`config.mk`:
```
export PLATFORM = sky130hd
export DESIGN_NAME = adc_sequence_buffer_control
export DESIGN_NICKNAME = d
export VERILOG_FILES = /design/src/adc_seq_pkg.sv /design/src/adc_sequence_buffer_control.sv
export SDC_FILE = /design/constraint.sdc
export NUM_CORES = 1
export LEC_CHECK = 0
export ABC_AREA = 1
export BUFFER_PORTS_ARGS = -buffer_cell sky130_fd_sc_hd__buf_4
export CAP_MARGIN = 20
export CORE_MARGIN = 5
export CORE_UTILIZATION = 40
export DETAILED_ROUTE_END_ITERATION = 10
export GPL_TIMING_DRIVEN = 0
export SETUP_SLACK_MARGIN = 0.1
export SLEW_MARGIN = 20
export SYNTH_ARGS = -nofsm -noshare
export SYNTH_HDL_FRONTEND = slang
export SYNTH_SLANG_ARGS = --single-unit
```
`constraint.sdc`:
```
create_clock -name i_core_clk -period 3.07 [get_ports i_core_clk]
set_clock_uncertainty 0.1 [all_clocks]
set_input_delay 0.614 -clock i_core_clk [delete_from_list [all_inputs] [get_ports i_core_clk]]
set_output_delay 0.614 -clock i_core_clk [all_outputs]
set_load 0.01 [all_outputs]
```
`src/adc_seq_pkg.sv`:
```
// Purpose: Shared constants for the converter sequence and buffer control block.
// Assumes: AXI4-Lite register access with 32-bit data and word-aligned offsets.
// Notes:   All offsets are byte addresses.
package adc_seq_pkg;
   localparam logic [3:0]  CTRL_OFF       = 4'h0;
   localparam logic [3:0]  STAT_OFF       = 4'h4;
   localparam logic [3:0]  MASK_OFF       = 4'h8;
   localparam logic [3:0]  SEL_OFF        = 4'hC;
   localparam int          OFFSET_CALIBRATION_SELECT_BIT     = 12;
   localparam int          SCAN_BIT       = 10;
   localparam int          FILL_BIT       = 7;
   localparam int          SEQUENCES_PER_INTERRUPT_LSB       = 2;
   localparam int          SPLIT_BIT      = 1;
   localparam int          ALT_BIT        = 0;
   localparam logic [31:0] CTRL_WR_MASK   = 32'h0000_F43F;
   localparam logic [31:0] CTRL_RESET     = 32'h0000_0000;
   localparam logic [31:0] SEL_RESET      = 32'h0000_0000;
   localparam int          STAT_SEQ_BIT   = 0;
   localparam logic [3:0]  HALF_WORDS_M1  = 4'h7;
   localparam logic [1:0]  RESP_OKAY      = 2'h0;
   localparam logic [1:0]  RESP_SLVERR    = 2'h2;
endpackage : adc_seq_pkg

```
`src/adc_sequence_buffer_control.sv`:
```
// Purpose: Control register, input routing, interrupt pacing and result buffer addressing.
// Assumes: The converter core pulses i_conv_done per sample and i_seq_done per sequence.
// Notes:   Software reaches the registers over AXI4-Lite.
//
// Notes on behaviour
// - Offset calibration ties both inputs to low reference.
// - Scan select steps through enabled inputs.
// - Fill status meaningful only in split mode.
// - Fill status shows which half is filling.
// - Interrupt every field-plus-one completed sequences.
// - Split mode gives two eight-word halves.
// - Alternate sample uses A, then B, A.
`timescale 1ns/100ps
module adc_sequence_buffer_control #(
   parameter int CH_W = 5
) (
   input  wire logic              i_core_clk,
   input  wire logic              i_rst_n,
   input  wire logic [3:0]        s_axi_awaddr,
   input  wire logic              s_axi_awvalid,
   output logic                   s_axi_awready,
   input  wire logic [31:0]       s_axi_wdata,
   input  wire logic [3:0]        s_axi_wstrb,
   input  wire logic              s_axi_wvalid,
   output logic                   s_axi_wready,
   output logic [1:0]             s_axi_bresp,
   output logic                   s_axi_bvalid,
   input  wire logic              s_axi_bready,
   input  wire logic [3:0]        s_axi_araddr,
   input  wire logic              s_axi_arvalid,
   output logic                   s_axi_arready,
   output logic [31:0]            s_axi_rdata,
   output logic [1:0]             s_axi_rresp,
   output logic                   s_axi_rvalid,
   input  wire logic              s_axi_rready,
   input  wire logic              i_conv_done,
   input  wire logic              i_seq_done,
   input  wire logic [CH_W-1:0]   i_scan_ch,
   output logic                   o_offset_cal,
   output logic                   o_scan_en,
   output logic                   o_use_mux_b,
   output logic [CH_W-1:0]        o_pos_ch,
   output logic [3:0]             o_buf_addr,
   output logic                   o_irq
);
   logic [31:0]     ctrl_r, ctrl_nxt;
   logic [31:0]     sel_r, sel_nxt;
   logic            stat_r, stat_nxt;
   logic            mask_r, mask_nxt;
   logic [3:0]      seq_cnt_r, seq_cnt_nxt;
   logic [3:0]      buf_addr_r, buf_addr_nxt;
   logic            fill_r, fill_nxt;
   logic            alt_b_r, alt_b_nxt;
   logic            aw_held_r, aw_held_nxt;
   logic [3:0]      aw_addr_r, aw_addr_nxt;
   logic            w_held_r, w_held_nxt;
   logic [31:0]     w_data_r, w_data_nxt;
   logic [3:0]      w_strb_r, w_strb_nxt;
   logic            bvalid_r, bvalid_nxt;
   logic [1:0]      bresp_r, bresp_nxt;
   logic            rvalid_r, rvalid_nxt;
   logic [31:0]     rdata_r, rdata_nxt;
   logic [1:0]      rresp_r, rresp_nxt;
   logic            irq_r, irq_nxt;
   logic            cal_r, cal_nxt;
   logic            scan_r, scan_nxt;
   logic            muxb_r, muxb_nxt;
   logic [CH_W-1:0] pos_r, pos_nxt;
   logic [31:0]     wmask;
   logic            do_write;
   logic            seq_hit;
   logic [3:0]      sequences_per_interrupt;

   assign sequences_per_interrupt = ctrl_r[adc_seq_pkg::SEQUENCES_PER_INTERRUPT_LSB +: 4];

   always_comb begin
      for (int b = 0; b < 4; b++) begin
         wmask[b*8 +: 8] = {8{w_strb_r[b]}};
      end
   end

   // Write and read bus channels; address and data may arrive in either order.
   always_comb begin
      aw_held_nxt = aw_held_r;
      aw_addr_nxt = aw_addr_r;
      w_held_nxt  = w_held_r;
      w_data_nxt  = w_data_r;
      w_strb_nxt  = w_strb_r;
      bvalid_nxt  = bvalid_r;
      bresp_nxt   = bresp_r;
      rvalid_nxt  = rvalid_r;
      rdata_nxt   = rdata_r;
      rresp_nxt   = rresp_r;
      do_write    = 1'b0;
      if (s_axi_awvalid && !aw_held_r) begin
         aw_held_nxt = 1'b1;
         aw_addr_nxt = s_axi_awaddr;
      end
      if (s_axi_wvalid && !w_held_r) begin
         w_held_nxt = 1'b1;
         w_data_nxt = s_axi_wdata;
         w_strb_nxt = s_axi_wstrb;
      end
      if (aw_held_r && w_held_r && !bvalid_r) begin
         do_write    = 1'b1;
         aw_held_nxt = 1'b0;
         w_held_nxt  = 1'b0;
         bvalid_nxt  = 1'b1;
         unique case (aw_addr_r)
            adc_seq_pkg::CTRL_OFF, adc_seq_pkg::STAT_OFF,
            adc_seq_pkg::MASK_OFF, adc_seq_pkg::SEL_OFF: bresp_nxt = adc_seq_pkg::RESP_OKAY;
            default: bresp_nxt = adc_seq_pkg::RESP_SLVERR;
         endcase
      end
      if (bvalid_r && s_axi_bready) begin
         bvalid_nxt = 1'b0;
      end
      if (s_axi_arvalid && !rvalid_r) begin
         rvalid_nxt = 1'b1;
         rresp_nxt  = adc_seq_pkg::RESP_OKAY;
         rdata_nxt  = 32'h0000_0000;
         unique case (s_axi_araddr)
            adc_seq_pkg::CTRL_OFF: begin
               rdata_nxt = ctrl_r & adc_seq_pkg::CTRL_WR_MASK;
               rdata_nxt[adc_seq_pkg::FILL_BIT] = fill_r & ctrl_r[adc_seq_pkg::SPLIT_BIT];
            end
            adc_seq_pkg::STAT_OFF: rdata_nxt[adc_seq_pkg::STAT_SEQ_BIT] = stat_r;
            adc_seq_pkg::MASK_OFF: rdata_nxt[adc_seq_pkg::STAT_SEQ_BIT] = mask_r;
            adc_seq_pkg::SEL_OFF:  rdata_nxt = sel_r;
            default: rresp_nxt = adc_seq_pkg::RESP_SLVERR;
         endcase
      end else if (rvalid_r && s_axi_rready) begin
         rvalid_nxt = 1'b0;
      end
   end

   // Registers, interrupt pacing and result addressing.
   always_comb begin
      ctrl_nxt     = ctrl_r;
      sel_nxt      = sel_r;
      mask_nxt     = mask_r;
      stat_nxt     = stat_r;
      seq_cnt_nxt  = seq_cnt_r;
      buf_addr_nxt = buf_addr_r;
      fill_nxt     = fill_r;
      alt_b_nxt    = alt_b_r;
      seq_hit      = 1'b0;
      if (do_write) begin
         unique case (aw_addr_r)
            adc_seq_pkg::CTRL_OFF: begin
               // Only implemented bits take the write; fill status is read only.
               ctrl_nxt = (ctrl_r & ~(wmask & adc_seq_pkg::CTRL_WR_MASK)) |
                          (w_data_r & wmask & adc_seq_pkg::CTRL_WR_MASK);
               // A new configuration restarts pacing and buffer filling from the start.
               seq_cnt_nxt  = 4'h0;
               buf_addr_nxt = 4'h0;
               fill_nxt     = 1'b0;
               alt_b_nxt    = 1'b0;
            end
            adc_seq_pkg::STAT_OFF: begin
               if (w_strb_r[0] && w_data_r[adc_seq_pkg::STAT_SEQ_BIT]) begin
                  stat_nxt = 1'b0;
               end
            end
            adc_seq_pkg::MASK_OFF: begin
               if (w_strb_r[0]) begin
                  mask_nxt = w_data_r[adc_seq_pkg::STAT_SEQ_BIT];
               end
            end
            adc_seq_pkg::SEL_OFF: sel_nxt = (sel_r & ~wmask) | (w_data_r & wmask);
            default: ;
         endcase
      end
      // Only a control write, which restarts the state, drops a same-cycle event.
      // A status clear must not lose a sequence that ends under it.
      if (!(do_write && aw_addr_r == adc_seq_pkg::CTRL_OFF)) begin
         if (i_conv_done) begin
            alt_b_nxt = ctrl_r[adc_seq_pkg::ALT_BIT] & ~alt_b_r;
            if (ctrl_r[adc_seq_pkg::SPLIT_BIT] &&
                buf_addr_r[2:0] == adc_seq_pkg::HALF_WORDS_M1[2:0]) begin
               buf_addr_nxt = {~buf_addr_r[3], 3'h0};
               fill_nxt     = ~buf_addr_r[3];
            end else begin
               buf_addr_nxt = buf_addr_r + 4'h1;
            end
         end
         if (i_seq_done) begin
            if (seq_cnt_r == sequences_per_interrupt) begin
               seq_cnt_nxt = 4'h0;
               seq_hit     = 1'b1;
            end else begin
               seq_cnt_nxt = seq_cnt_r + 4'h1;
            end
            // Single-buffer mode wraps at each interrupt point so results start at word 0.
            if (seq_cnt_r == sequences_per_interrupt && !ctrl_r[adc_seq_pkg::SPLIT_BIT]) begin
               buf_addr_nxt = 4'h0;
            end
         end
      end
      if (seq_hit) begin
         stat_nxt = 1'b1; // Set wins over a same-cycle clear.
      end
   end

   // Front-end routing, registered so every output comes from a flip-flop.
   always_comb begin
      cal_nxt  = ctrl_nxt[adc_seq_pkg::OFFSET_CALIBRATION_SELECT_BIT];
      scan_nxt = ctrl_nxt[adc_seq_pkg::SCAN_BIT] & ~ctrl_nxt[adc_seq_pkg::OFFSET_CALIBRATION_SELECT_BIT];
      muxb_nxt = alt_b_nxt;
      if (scan_nxt && !alt_b_nxt) begin
         pos_nxt = i_scan_ch;
      end else if (alt_b_nxt) begin
         pos_nxt = sel_nxt[16 +: CH_W];
      end else begin
         pos_nxt = sel_nxt[0 +: CH_W];
      end
      irq_nxt = stat_nxt & mask_nxt;
   end

   always_ff @(posedge i_core_clk or negedge i_rst_n) begin
      if (!i_rst_n) begin
         ctrl_r     <= adc_seq_pkg::CTRL_RESET;
         sel_r      <= adc_seq_pkg::SEL_RESET;
         mask_r     <= 1'b0;
         stat_r     <= 1'b0;
         seq_cnt_r  <= 4'h0;
         buf_addr_r <= 4'h0;
         fill_r     <= 1'b0;
         alt_b_r    <= 1'b0;
         aw_held_r  <= 1'b0;
         aw_addr_r  <= 4'h0;
         w_held_r   <= 1'b0;
         w_data_r   <= 32'h0000_0000;
         w_strb_r   <= 4'h0;
         bvalid_r   <= 1'b0;
         bresp_r    <= 2'h0;
         rvalid_r   <= 1'b0;
         rdata_r    <= 32'h0000_0000;
         rresp_r    <= 2'h0;
         irq_r      <= 1'b0;
         cal_r      <= 1'b0;
         scan_r     <= 1'b0;
         muxb_r     <= 1'b0;
         pos_r      <= '0;
      end else begin
         ctrl_r     <= ctrl_nxt;
         sel_r      <= sel_nxt;
         mask_r     <= mask_nxt;
         stat_r     <= stat_nxt;
         seq_cnt_r  <= seq_cnt_nxt;
         buf_addr_r <= buf_addr_nxt;
         fill_r     <= fill_nxt;
         alt_b_r    <= alt_b_nxt;
         aw_held_r  <= aw_held_nxt;
         aw_addr_r  <= aw_addr_nxt;
         w_held_r   <= w_held_nxt;
         w_data_r   <= w_data_nxt;
         w_strb_r   <= w_strb_nxt;
         bvalid_r   <= bvalid_nxt;
         bresp_r    <= bresp_nxt;
         rvalid_r   <= rvalid_nxt;
         rdata_r    <= rdata_nxt;
         rresp_r    <= rresp_nxt;
         irq_r      <= irq_nxt;
         cal_r      <= cal_nxt;
         scan_r     <= scan_nxt;
         muxb_r     <= muxb_nxt;
         pos_r      <= pos_nxt;
      end
   end

   assign s_axi_awready = ~aw_held_r;
   assign s_axi_wready  = ~w_held_r;
   assign s_axi_bvalid  = bvalid_r;
   assign s_axi_bresp   = bresp_r;
   assign s_axi_arready = ~rvalid_r;
   assign s_axi_rvalid  = rvalid_r;
   assign s_axi_rdata   = rdata_r;
   assign s_axi_rresp   = rresp_r;
   assign o_offset_cal  = cal_r;
   assign o_scan_en     = scan_r;
   assign o_use_mux_b   = muxb_r;
   assign o_pos_ch      = pos_r;
   assign o_buf_addr    = buf_addr_r;
   assign o_irq         = irq_r;
endmodule : adc_sequence_buffer_control

```
==> results.cfg <==
[routing]
drt_iter0_drc = 316
antenna_left = 0
drc_errors = 0
finalWirelength_um = 15000
vias_per_cell = 4.908
first_pass_iters = 5
avgRoutedWirePerCell_um = 15.69
routed-via-count = 4692

[synthesis]
synth_top_family_by_area = simple AND/OR/NAND/NOR gates
synth_mux_area_frac = 0.03006
synthSimpleGateAreaFrac = 0.2046
yosys.area_share.xor_xnor = 0.007461
synth_area_leaders = dfrtp_1 (60%), nand2_1 (9.4%), inv_1 (4.0%), nor2_1 (3.7%), nand3_1 (3.3%)
synth.top_cell.area_share = 0.5969
synth-compound-area-share = 0.09039
yosysWarnings = 0
synth_area_um2 = 5869
ys_seq_area_frac = 0.5969
synth_cell_types = 35
ys_ff_latch = 140
synth_fa_ha_area_frac = 0.006395
syn_inst = 630
synth_top_area_cell = dfrtp_1
synth.avg_cell_area_um2 = 9.316

[clock_network]
clock_path_buffers = 2
cts-root-buf = clkbuf_16
ctsHoldBuffers = 0
cts-resized-gates = 0
cts.sinks = 140
post_cts_buffers = 0
clk_pin_slew_ns = 0.06
cts_tree = built
numCtsBuffers = 17
ctsHtreeMaxLevel = 4
clock_latency_ns = 0.42

[grt]
grt_antenna_before_repair = 0
grt_max_degree = 78
grt_pass1_vias = 4731
grt.overflow.total = 0
grtUsageTotal = 0.1774
grt_pass1_wl_um = 24470

[sta]
setup_violations = 0
worst_pin_slew_ns = 0.6441
fin_ws_ns = 1.209
finalSetupTns_ns = 0
relSlewSlack = 0.5690
rsz0062_at_grt = false
hold_ws_ns = 0.04590
period_share = 0.6062
min_period_ns = 1.861
finalHoldViolations = 0
max_freq_mhz = 537.3
finalMaxSlewViolations = 0

[final_layout]
fin_area_um2 = 7517
final_common_cell = nand2_1
nets = 821
drive_gt1_frac = 0.2358
syn2layout_area_growth_pct = 28.08
layout_common_cells = nand2_1 (147), dfrtp_1 (140), buf_4 (111)
antenna_cells = 0
final_core_util = 0.5192
instances_no_fill = 956

[floorplanning]
die_width_um = 131.1
placementRows = 44
die_h_um = 131.1
dieArea_um2 = 17200
initial_core_util = 0.4054
coreArea_um2 = 14480
num_io_pins = 112

[critical_path]
crit_required_ns = 2.36
crit_path_start_kind = register
cp_cell_sequence = inv_1 > buf_4
slowest_stage = dfrtp_1
crit_buf_inv = 2
crit_cells = 2
path_max_fanout = 4
critPathArrivalTime_ns = 1.15
cpPeakStageDelay_ns = 0.44
cpLargestDelayFamily = flip-flops
worst-setup-path-type = reg -> out
cp-end-kind = primary output
r2r.worst_path.cells = 8

[placement]
place_inst = 925
dpl-instance-area_um2 = 6957
dp_slack_ns = 0.8592
dp_hpwl_um = 10870
place_congestion = 0.8675
io_buffers = 109

[power_and_ir_drop]
ir_drop_uv = 552.3
p_leak_nw = 3.837
total_power_mw = 6.866
p_per_area_nw_per_um2 = 913.4

[outcome]
outcome = finished, final reports clean

[worst_hold_path]
hold_path.class = in -> async

[job]
cap_violations = 0
## worst paths after layout
check	from	to	slack [ns]
hold reg to reg	w_data_r[7]	register	0.38
max in group asynchronous	i_rst_n	w_data_r[26]	2.07
hold / removal	i_rst_n	s_axi_rdata[2]	0.05
setup reg to reg	s_axi_bvalid	o_pos_ch[0]	1.23
setup / recovery	aw_held_r	s_axi_awready	1.21
min in group i_core_clk	s_axi_bready	s_axi_bvalid	0.29
## where the power goes
part	internal (mW)	leakage (nW)	switching, mW
logic	0.822	1.83	1.15
registers	2.53	1.73	0.393
clock network	1.23	0.277	0.744
## routing by layer
metal,track usage,vias up,wire length [um]
met3,0.04740,17,772
met4,0.06293,0,246
met2,0.2703,115,6828
met5,0,-,0
li1,-,2283,-
met1,0.2455,2277,7150
## area by class of cell
cell class	count	area, um^2
timing repair buffer	110	853.3
clock buffer	23	467.9
clock inverter	8	92.59
tap	184	230.2
multi-input combinational	400	1997
fill	1361	6962
inverter	67	251.5
sequential	140	3503
buffer	24	121.4
## cell usage after synthesis (all sizes together)
library cell,n
xnor2,3
xor2,2
nand3,41
and2,9
conb,1
nor3,4
o21ai,43
mux2,15
buf,18
o21a,1
a22oi,2
nand2,151
nand4,8
a31oi,10
or2,1
o21bai,1
ha,3
dfrtp,140
clkbuf,6
inv,67
nor2,63
a21oi,34
a21boi,1
o31ai,6
## kinds of logic after synthesis
group / count (synthesis)
buf+inv: 91
simple gates: 277
mux: 15
fa+ha+maj: 3
other cells: 1
flops: 140
xor+xnor: 5
compound gates: 98
Note: power is estimated with default switching activity, not from simulation.
